### src/rtl/pulse_chop_consts.vh
// constants for the pulse chop accumulator
`ifndef PULSE_CHOP_CONSTS_VH
`define PULSE_CHOP_CONSTS_VH
// register map
`define PATTERN_SLOT_A_ADDR 12'h10D
`define SLOT_ADDR_STRIDE 12'h020
`define PATTERN_RESET 16'h0000
// pattern register fields
`define INVERT_LSB 0
`define INVERT_MSB 3
`define NEGATE_LSB 4
`define NEGATE_MSB 7
// integration start time fields
`define START_COARSE_LSB 5
`define START_COARSE_MSB 12
`define START_FINE_LSB 0
`define START_FINE_MSB 4
// timing
`define CLK_PERIOD_PS 5000
`define COARSE_STEP_PS 1000000
`define FINE_STEP_PS 31250
`define COARSE_STEP_CYC ((`COARSE_STEP_PS + `CLK_PERIOD_PS - 1) / `CLK_PERIOD_PS)
`define FINE_STEP_CYC ((`FINE_STEP_PS + `CLK_PERIOD_PS - 1) / `CLK_PERIOD_PS)
// input connection modes
`define CONN_CONTINUOUS 2'h0
`define CONN_FLOAT 2'h1
`define CONN_PRECON 2'h2
// midscale bias
`define MIDSCALE_CODES 2048
`endif

### src/rtl/slot_pattern_reg.v
// one time slot's pulse pattern register
`timescale 1ns/100ps
`include "pulse_chop_consts.vh"
module slot_pattern_reg #(
    parameter [11:0] ADDR = 12'h10D
) (
    input wire ref_clk, // sample clock
    input wire rst, // async reset, active high
    input wire clk_en, // freezes state when low
    input wire wr_en, // register write strobe
    input wire [11:0] wr_addr, // register address
    input wire [15:0] wr_data, // write data
    output reg [15:0] value_q // stored pattern
);
    // ------------------------------------------------
    // storage, one copy per slot
    // ------------------------------------------------
    always @(posedge ref_clk or posedge rst) begin
        if (rst) begin
            value_q <= `PATTERN_RESET;
        end else if (clk_en && wr_en && wr_addr == ADDR) begin
            value_q <= wr_data;
        end
    end
endmodule // slot_pattern_reg

### src/rtl/pulse_chop_accumulator.v
// pulse sequencing, chop pattern and sample accumulation
`timescale 1ns/100ps
`include "pulse_chop_consts.vh"
module pulse_chop_accumulator #(
    parameter NUM_SLOTS = 12, // time slots
    parameter ADC_W = 14, // adc result width
    parameter ACC_W = 24, // accumulator width
    parameter INTEG_W = 4 // integration half-phase length in cycles
) (
    input wire ref_clk, // 200 MHz sample clock
    input wire rst, // async reset, active high
    input wire clk_en, // freezes all state when low
    input wire reg_wr, // pattern register write strobe
    input wire [11:0] reg_addr, // register address
    input wire [15:0] reg_wdata, // register write data
    input wire [3:0] slot_sel, // time slot for next sample
    input wire sample_start, // pulse: begin a sample
    input wire [12:0] integration_start_time, // coarse and fine offset
    input wire [7:0] pulse_repeat_count, // pulses per sample
    input wire [1:0] input_connect_mode, // input connection mode
    input wire midscale_bias_add, // add midscale to result
    input wire adc_valid, // pulse: adc result ready
    input wire [ADC_W-1:0] adc_data, // adc result, unsigned
    input wire pulse_window, // modulation pulse active
    input wire precon_done, // preconditioning finished
    output reg integ_active_q, // integrator running
    output reg integ_phase_q, // 1 = positive half
    output reg sensor_connect_q, // amplifier tied to sensor_input_pin
    output reg sensor_precon_q, // input tied to precondition level
    output reg [ACC_W-1:0] sample_data_q, // final accumulated value
    output reg sample_valid_q, // pulse: sample_data_q is new
    output reg busy_q, // sample in progress
    output reg [15:0] pattern_rd_q // selected slot pattern
);
    // ------------------------------------------------
    // per-slot pattern registers
    // ------------------------------------------------
    wire [16*NUM_SLOTS-1:0] pattern_flat;
    genvar g;
    generate
        for (g = 0; g < NUM_SLOTS; g = g + 1) begin : slots
            localparam [31:0] SLOT_ADDR = `PATTERN_SLOT_A_ADDR + g * `SLOT_ADDR_STRIDE;
            slot_pattern_reg #(
                .ADDR(SLOT_ADDR[11:0])
            ) u_pat (
                .ref_clk(ref_clk),
                .rst(rst),
                .clk_en(clk_en),
                .wr_en(reg_wr),
                .wr_addr(reg_addr),
                .wr_data(reg_wdata),
                .value_q(pattern_flat[16*g +: 16])
            );
        end
    endgenerate

    // ------------------------------------------------
    // input synchronisers for analog-side strobes
    // ------------------------------------------------
    reg [1:0] win_s_q;
    reg [1:0] pre_s_q;
    always @(posedge ref_clk or posedge rst) begin
        if (rst) begin
            win_s_q <= 2'h0;
            pre_s_q <= 2'h0;
        end else if (clk_en) begin
            win_s_q <= {win_s_q[0], pulse_window};
            pre_s_q <= {pre_s_q[0], precon_done};
        end
    end
    wire win_sync = win_s_q[1];
    wire pre_sync = pre_s_q[1];

    // ------------------------------------------------
    // start time in cycles
    // ------------------------------------------------
    localparam [31:0] COARSE_CYC = `COARSE_STEP_CYC;
    localparam [31:0] FINE_CYC = `FINE_STEP_CYC;
    wire [7:0] coarse = integration_start_time[`START_COARSE_MSB:`START_COARSE_LSB];
    wire [4:0] fine = integration_start_time[`START_FINE_MSB:`START_FINE_LSB];
    wire [31:0] start_cyc = coarse * COARSE_CYC + fine * FINE_CYC;

    // ------------------------------------------------
    // sequencer state
    // ------------------------------------------------
    localparam [2:0] ST_IDLE = 3'h0;
    localparam [2:0] ST_WAIT = 3'h1;
    localparam [2:0] ST_HALF1 = 3'h2;
    localparam [2:0] ST_HALF2 = 3'h3;
    localparam [2:0] ST_CONV = 3'h4;
    localparam [2:0] ST_DONE = 3'h5;

    // ------------------------------------------------
    // working registers of the sequencer
    // ------------------------------------------------
    reg [2:0] state_q;
    reg [31:0] cnt_q;
    reg [7:0] pulse_idx_q; // pulses combined so far
    reg [1:0] pos_q;
    reg [3:0] slot_q;
    reg [7:0] total_q;
    reg bias_q;
    reg signed [ACC_W-1:0] acc_q;
    reg [15:0] cur_pat;
    integer i;
    integer j;

    // ------------------------------------------------
    // pattern of the active slot
    // ------------------------------------------------
    always @* begin
        cur_pat = 16'h0000;
        for (i = 0; i < NUM_SLOTS; i = i + 1) begin
            if (slot_q == i[3:0]) begin
                cur_pat = pattern_flat[16*i +: 16];
            end
        end
    end

    wire [3:0] invert_pat = cur_pat[`INVERT_MSB:`INVERT_LSB];
    wire [3:0] negate_pat = cur_pat[`NEGATE_MSB:`NEGATE_LSB];
    wire inv_now = invert_pat[pos_q];
    wire neg_now = negate_pat[pos_q];

    // ------------------------------------------------
    // signed pulse contribution
    // ------------------------------------------------
    wire signed [ACC_W-1:0] adc_ext = $signed({{(ACC_W-ADC_W){1'b0}}, adc_data});
    reg signed [ACC_W-1:0] acc_d;
    always @* begin
        acc_d = acc_q + adc_ext;
        if (neg_now) begin
            acc_d = acc_q - adc_ext;
        end
    end

    // ------------------------------------------------
    // final value, optional midscale bias
    // ------------------------------------------------
    localparam [31:0] MIDSCALE_FULL = `MIDSCALE_CODES;
    localparam [ACC_W-1:0] MIDSCALE = MIDSCALE_FULL[ACC_W-1:0];
    reg [ACC_W-1:0] result_d;
    always @* begin
        result_d = acc_q;
        if (bias_q) begin
            result_d = acc_q + MIDSCALE;
        end
    end

    // ------------------------------------------------
    // pulse sequencing and accumulation
    // ------------------------------------------------
    always @(posedge ref_clk or posedge rst) begin
        if (rst) begin
            state_q <= ST_IDLE;
            cnt_q <= 32'h0;
            pulse_idx_q <= 8'h00;
            pos_q <= 2'h0;
            slot_q <= 4'h0;
            total_q <= 8'h00;
            bias_q <= 1'b0;
            acc_q <= {ACC_W{1'b0}};
            integ_active_q <= 1'b0;
            integ_phase_q <= 1'b0;
            sample_data_q <= {ACC_W{1'b0}};
            sample_valid_q <= 1'b0;
            busy_q <= 1'b0;
        end else if (clk_en) begin
            sample_valid_q <= 1'b0;
            case (state_q)
                ST_IDLE: begin
                    // latch the set-up of the new sample
                    if (sample_start && pulse_repeat_count != 8'h00) begin
                        slot_q <= slot_sel;
                        total_q <= pulse_repeat_count;
                        pulse_idx_q <= 8'h00;
                        bias_q <= midscale_bias_add;
                        pos_q <= 2'h0;
                        acc_q <= {ACC_W{1'b0}};
                        cnt_q <= start_cyc;
                        busy_q <= 1'b1;
                        state_q <= ST_WAIT;
                    end
                end
                ST_WAIT: begin
                    // hold off integration until start time from pulse window
                    if (!win_sync) begin
                        cnt_q <= start_cyc;
                    end else if (cnt_q == 32'h0) begin
                        integ_active_q <= 1'b1;
                        integ_phase_q <= ~inv_now;
                        cnt_q <= INTEG_W - 1;
                        state_q <= ST_HALF1;
                    end else begin
                        cnt_q <= cnt_q - 32'h1;
                    end
                end
                ST_HALF1: begin
                    // swap integrator polarity at the mid point
                    if (cnt_q == 32'h0) begin
                        integ_phase_q <= ~integ_phase_q;
                        cnt_q <= INTEG_W - 1;
                        state_q <= ST_HALF2;
                    end else begin
                        cnt_q <= cnt_q - 32'h1;
                    end
                end
                ST_HALF2: begin
                    // end of integration, hand over to the adc
                    if (cnt_q == 32'h0) begin
                        integ_active_q <= 1'b0;
                        state_q <= ST_CONV;
                    end else begin
                        cnt_q <= cnt_q - 32'h1;
                    end
                end
                ST_CONV: begin
                    // combine this pulse, then the next pulse or the end
                    if (adc_valid) begin
                        acc_q <= acc_d;
                        pos_q <= pos_q + 2'h1;
                        pulse_idx_q <= pulse_idx_q + 8'h01;
                        if (pulse_idx_q == total_q - 8'h01) begin
                            state_q <= ST_DONE;
                        end else begin
                            cnt_q <= start_cyc;
                            state_q <= ST_WAIT;
                        end
                    end
                end
                ST_DONE: begin
                    // single write after the last pulse
                    sample_data_q <= result_d;
                    sample_valid_q <= 1'b1;
                    busy_q <= 1'b0;
                    state_q <= ST_IDLE;
                end
                default: begin
                    state_q <= ST_IDLE;
                end
            endcase
        end
    end

    // ------------------------------------------------
    // input connection control
    // ------------------------------------------------
    always @(posedge ref_clk or posedge rst) begin
        if (rst) begin
            sensor_connect_q <= 1'b0;
            sensor_precon_q <= 1'b0;
        end else if (clk_en) begin
            case (input_connect_mode)
                `CONN_CONTINUOUS: begin
                    sensor_connect_q <= pre_sync;
                    sensor_precon_q <= ~pre_sync;
                end
                `CONN_FLOAT: begin
                    sensor_connect_q <= win_sync;
                    sensor_precon_q <= 1'b0;
                end
                `CONN_PRECON: begin
                    sensor_connect_q <= win_sync;
                    sensor_precon_q <= ~win_sync;
                end
                default: begin
                    sensor_connect_q <= pre_sync;
                    sensor_precon_q <= ~pre_sync;
                end
            endcase
        end
    end

    // ------------------------------------------------
    // pattern readback for selected slot
    // ------------------------------------------------
    always @(posedge ref_clk or posedge rst) begin
        if (rst) begin
            pattern_rd_q <= `PATTERN_RESET;
        end else if (clk_en) begin
            pattern_rd_q <= 16'h0000;
            for (j = 0; j < NUM_SLOTS; j = j + 1) begin
                if (slot_sel == j[3:0]) begin
                    pattern_rd_q <= pattern_flat[16*j +: 16];
                end
            end
        end
    end
endmodule // pulse_chop_accumulator

### config.mk
export PLATFORM = sky130hd
export DESIGN_NAME = pulse_chop_accumulator
export DESIGN_NICKNAME = d
export VERILOG_FILES = /design/src/rtl/slot_pattern_reg.v /design/src/rtl/pulse_chop_accumulator.v
export VERILOG_INCLUDE_DIRS = /design/src /design/src/rtl
export SDC_FILE = /design/constraint.sdc
export NUM_CORES = 1
export LEC_CHECK = 0
export ABC_AREA = 0
export BUFFER_PORTS_ARGS = -buffer_cell sky130_fd_sc_hd__buf_2
export CAP_MARGIN = 0
export CORE_ASPECT_RATIO = 1.1
export CORE_MARGIN = 2
export CORE_UTILIZATION = 62
export CTS_CLUSTER_DIAMETER = 60
export DETAILED_ROUTE_END_ITERATION = 8
export GPL_TIMING_DRIVEN = 0
export PLACE_DENSITY = 0.81
export SLEW_MARGIN = 40
export SYNTH_ARGS = -nofsm -noshare
export SYNTH_HDL_FRONTEND = slang
export SYNTH_SLANG_ARGS = --single-unit
### constraint.sdc
create_clock -name ref_clk -period 15.1 [get_ports ref_clk]
set_input_delay 2.265 -clock ref_clk [delete_from_list [all_inputs] [get_ports ref_clk]]
set_output_delay 2.265 -clock ref_clk [all_outputs]
set_load 0.005 [all_outputs]
# Yosys cells after proc, flatten, opt, wreduce, memory -nomap -nowiden
# Index checks and enable logic that the tools add are counted.
# classes
reduce_logical,33
mux,67
bitwise_logic,4
mul,2
n_eq_ne,50
n_lt_le_gt_ge,1
addsub,8
# op_table
op,n
$mux W16,12
$mux W32,6
$pmux W32 S5,1
$mux W8,14
$eq A12 B9 Y1 const B,8
$mux W24,4
$eq A12 B10 Y1 const B,4
$pmux W24 S2,1
$eq A4 B3 Y1 const B,8
$eq A4 B4 Y1 const B,8
$logic_not A32 Y1,1
$sub A32 B1 Y32 const B,1
$add A24 B12 Y24 const B,1
$add A24 B15 Y24,1
$sub A24 B15 Y24,1
$mux W3,7
$add A16 B8 Y17,1
$eq A4 B2 Y1 const B,4
$ne A2 B2 Y1 const B,8
$pmux W8 S2,1
$pmux W3 S5,1
$logic_and A1 B1 Y1,14
$mul A8 B5 Y13 const B,1
$mux W1,11
other kinds (29),46
# totals
reg_bits,324
output_inout_bits,46
elab_cells,195

# Logic depth before layout (Yosys ltp)
# depth
ltp_word,19
ltp_mapped,23

# Cells and area by module
# Synthesis repeated with hierarchy kept, for this count alone.
# unflattened
cells_unflattened,1828
area_unflattened_um2,19567.5
# by_module_without_submodules
mod,area_per_inst_um2,seq_area_each_um2,n_inst,cells_per_inst
pulse_chop_accumulator,11355.9,3303.2,1,1360
slot_pattern_reg (slots[10].u_pat ...),703.2,400.4,5,39
slot_pattern_reg (slots[11].u_pat ...),651.9,400.4,4,39
slot_pattern_reg (slots[0].u_pat ...),714.4,400.4,2,39
slot_pattern_reg (slots[6].u_pat),659.4,400.4,1,39

# Worst setup path after synthesis
# Ideal clock, no wire load.
# synth_timing
kind,input port to flip-flop
from,input adc_data[4]
to,register acc_q[23]
stages,16
t_arrival_ps,5647
setup_ps,127
n_path_buf,0
setup_slack_ps,9325
t_required_ps,14973
path_cell_list,nor3_1 -> nand2_1 -> nor3_1 -> nor4b_1 -> and2_1 -> a211o_1 -> ha_1 -> a2111oi_0 -> o31ai_1 -> a221oi_1 -> o21ai_0 -> a31oi_1 -> o21ai_1 -> xnor2_2 -> a21oi_1 -> o22ai_1
# synth_via
elab_chain_cells,4
elab_cells_between_ends,5
classes_between,add/sub: 2; mux: 3
# synth_lines
element,line_no,source
from (decl),pulse_chop_accumulator.v:23,"input wire [ADC_W-1:0] adc_data,"
$add A24 B15 Y24 / $sub A24 B15 Y24 (equally long branches),"pulse_chop_accumulator.v:131, pulse_chop_accumulator.v:133",
$mux W24 (*),pulse_chop_accumulator.v:132,if (neg_now) begin
$mux W24 (*),pulse_chop_accumulator.v:219,if (adc_valid) begin
$pmux W24 S2 (*),pulse_chop_accumulator.v:170,case (state_q)
to (signal assigned),pulse_chop_accumulator.v:162,acc_q <= {ACC_W{1'b0}};
to (signal assigned),pulse_chop_accumulator.v:179,acc_q <= {ACC_W{1'b0}};
to (decl),pulse_chop_accumulator.v:103,reg signed [ACC_W-1:0] acc_q;
# Mark *: on every way between the ends. The rest lies on a longest branch, timed or not. The select of a mux whose other input is x is not followed.
# A chain may end at the register's enable or synchronous reset.

# Worst setup path in the final report
# Same ends and word-level chain as after synthesis.

==> reports/summary.txt <==
Status: complete, no violations
Path depth of the worst reg2reg path: 20
Ports: 124
Cell Area, Synth: 18990 um^2
# diodes: 0
CTS tree: done
Post-Syn Nets: 1936
Port buffer count: 120
Slowest-stage cell, CP: nor4b_2
Reg-to-Reg End: acc_q[17]
Power, Total: 3384 uW
Min-delay src: busy_q
Routability Congestion: 0.9731
Total CTS buffers: 37
Synth area leaders: dfrtp_1 (43%), mux2_2 (14%), ha_1 (4.5%)
Post-Syn Instances: 1778
Min Hold Slack: 0.4755 ns
RSZ-0062 raised after global routing: no
Mean post-synth cell area: 10.68 um^2
Hold EP: busy_q
Setup slack, reg-to-reg: 9.75 ns
Post-synthesis sequential area ratio: 42.69%
Most used DFF post-synth: dfrtp_1
# hold bufs at CTS: 0
Largest net degree at the start of global routing: 75
Sum Neg Setup Slack: 0 ns
PwrDens: 157.2 nW/um^2
Post_cts resized: 0
Worst slew pin tran: 0.9267 ns
Final non-filler cell total: 2386
DP Cell Count: 2317
CTS root buf: clkbuf_16
Delay-heaviest family, CP: compound AO/OA/AOI/OAI gates
Via density: 6.409
Layout fillers: 2180
VDD IR-drop max: 0.00008421 V
Final Cycle Share: 40.65%
GRT Total Usage: 31.67%
Core area: 30350 um^2
Worst setup EP type: register
Rows: 67
Deepest clock path buffer count: 3
Synthesized flop and latch total: 324
Die X: 170.9 um
Min Tclk post-route: 6.137 ns
Endpoints failing hold: 0
Worst EP arrival: 6.54 ns
Cell variety after synth: 92
Most frequent cell after synthesis: dfrtp_1
Die Ht: 187.6 um
Setup bufs post-CTS: 0
Post-DP HPWL: 35700 um
Maximum clock rate: 0.1629 GHz
Worst path bufs/invs: 1
WL final: 50550 um
Post-route DRC: 0
CTS H-Tree Depth: 2
Yosys top cell by area: dfrtp_1
CP startpoint kind: input pin
Clock insertion delay at the later pin of the skew report: 0.53 ns
Most common library cells after synthesis: dfrtp_1 (324), mux2_2 (231), nor2_1 (123)
Max Cap Viol: 0
Layout cells sized above 1: 26.52%
DR WL/cell: 21.18 um
Nets: 2101
Antenna-violating nets left: 0
DR vias: 15290
Final Skew: 0.01422 ns
Crit-path max FO: 6
Pre-CTS setup slack: 8.490 ns
Hold Path Cell Cnt: 1
Cell Chain, Critical Path: buf_2 > nor3_1 > nand2_1 > nor3_1 > nor4b_2 > and2_1 > a211o_1 > ha_1 > a2111oi_0 > o31ai_1 > a221oi_1 > o21ai_0 > a31oi_1 > o21ai_1 > xnor2_2 > a21oi_1 > o22ai_1
Max-slew violations: 0
Post-synthesis async set-or-reset flop share: 100.0%
Critical path type: input pin to register
CP most frequent cell: nor3_1
Slew HR: 38.22%
FF-to-FF Start: slot_q[3]
CP Data Required Time: 15.51 ns
Number of global-route vias before repair: 15590
Area Growth Syn to Fin: 13.33%
Leakage: 0.01018 uW
First-pass GRT wire length: 80800 um
Final worst slack: 8.963 ns
Drt pass-1 iters: 5
Initial core utilization: 62.59%
Initial antenna violation count: 0
Sink Count: 324
DRT iter0 DRCs: 1252
CP max stage delay: 0.54 ns
Reg clk slew, reported paths: 0.06 ns
Worst Hold Class: register to register
Die Area: 32050 um^2
Post-synth EDFFs: 0
Total grt overflow: 0
Post-synth top area share: 42.69%
Syn. warnings: 0
Final setup vio count: 0
==> registers in the layout (all words and copies together), names as in the netlist <==
register,flops
sample_data_q,24
pattern_rd_q,16
sensor_precon_q,1
total_q,8
busy_q,1
slot_q,4
sensor_connect_q,1
integ_active_q,1
cnt_q,32
sample_valid_q,1
bias_q,1
state_q,3
win_s_q,2
pre_s_q,2
pos_q,2
integ_phase_q,1
pulse_idx_q,8
acc_q,24
slots.u_pat.value_q,192
==> worst max-delay path by stage <==
stage	slack, ns	endpoint	from	depth (start not counted)
2_1_floorplan	3.87	acc_q[0]	rst	1
3_3_place_gp	0.56	cnt_q[3]	rst	2
3_5_place_dp	8.49	acc_q[23]	adc_data[4]	17
4_1_cts	8.96	acc_q[23]	adc_data[4]	17
5_1_grt	8.58	acc_q[23]	adc_data[4]	17
6_report	8.96	acc_q[23]	adc_data[4]	17
==> cell type report <==
cell class | count | area [um^2] | share of cell area [%]
buffer | 112 | 506.7 | 2.354
clock buffer | 50 | 1087 | 5.051
clock inverter | 18 | 182.7 | 0.8487
inverter | 52 | 202.7 | 0.9417
multi-input combinational | 1290 | 10200 | 47.38
sequential | 324 | 8108 | 37.67
tap | 414 | 518.0 | 2.407
timing repair buffer | 126 | 720.7 | 3.348
==> power breakdown <==
| part | internal (uW) | switching [uW] | total, uW |
|---|---|---|---|
| registers | 971 | 113 | 1080 |
| logic | 567 | 801 | 1370 |
| clock network | 560 | 372 | 932 |
| total | 2100 | 1290 | 3380 |
==> per-stage QoR <==
stage | instance area (um^2) | util [%]
2_1_floorplan | 18990 | -
3_3_place_gp | 20110 | 66.27
3_5_place_dp | 20250 | 66.73
4_1_cts | 21520 | 70.91
5_1_grt | 21520 | 70.93
6_report | 21520 | 70.93
==> per-layer routing <==
layer	up-vias	track usage, %	routed length (um)
met5	-	0	0
met4	0	15.16	2409
met3	183	4.517	3513
met2	702	53.15	24580
met1	7578	40.44	20040
li1	6829	-	-
==> cell families (layout without fill, tap and decap cells) <==
kind of cell               after synthesis  in the layout  share of synthesized area [%]
buffers and inverters                  164            358                          3.689
muxes                                  283            283                          18.09
adders and majority gates               81             81                          5.764
DFF                                    324            324                          42.69
and+or+nand+nor                        440            440                          11.84
xor gates and xnor gates                88             88                          4.098
AOI/OAI and AO/OA                      398            398                          13.83
==> layout by cell type (no fill, tap or decap), drive strengths merged, types with 12 or more instances in the layout <==
master,instances
a21oi,89
o21ai,119
a21o,23
mux2,232
dfrtp,324
a22o,19
clkbuf,120
nand4,13
nor2,127
nor3b,12
inv,55
ha,69
mux2i,26
and2,12
nand2,101
nand2b,19
nand3,26
nor3,45
a31oi,17
mux4,25
nor2b,21
a221oi,22
nor4,17
o22ai,14
xor2,23
buf,168
xnor2,65
==> worst register-to-register path, delay by kind of cell, from the launching register on <==
family	cells	cell delay, ns
buf+inv	3	0.56
mux	1	0.40
xor+xnor	1	0.15
compound gates	11	2.50
fa+ha+maj	1	0.21
flops	1	0.41
simple gates	3	1.00
No activity file was read; power rests on OpenSTA's default activity.
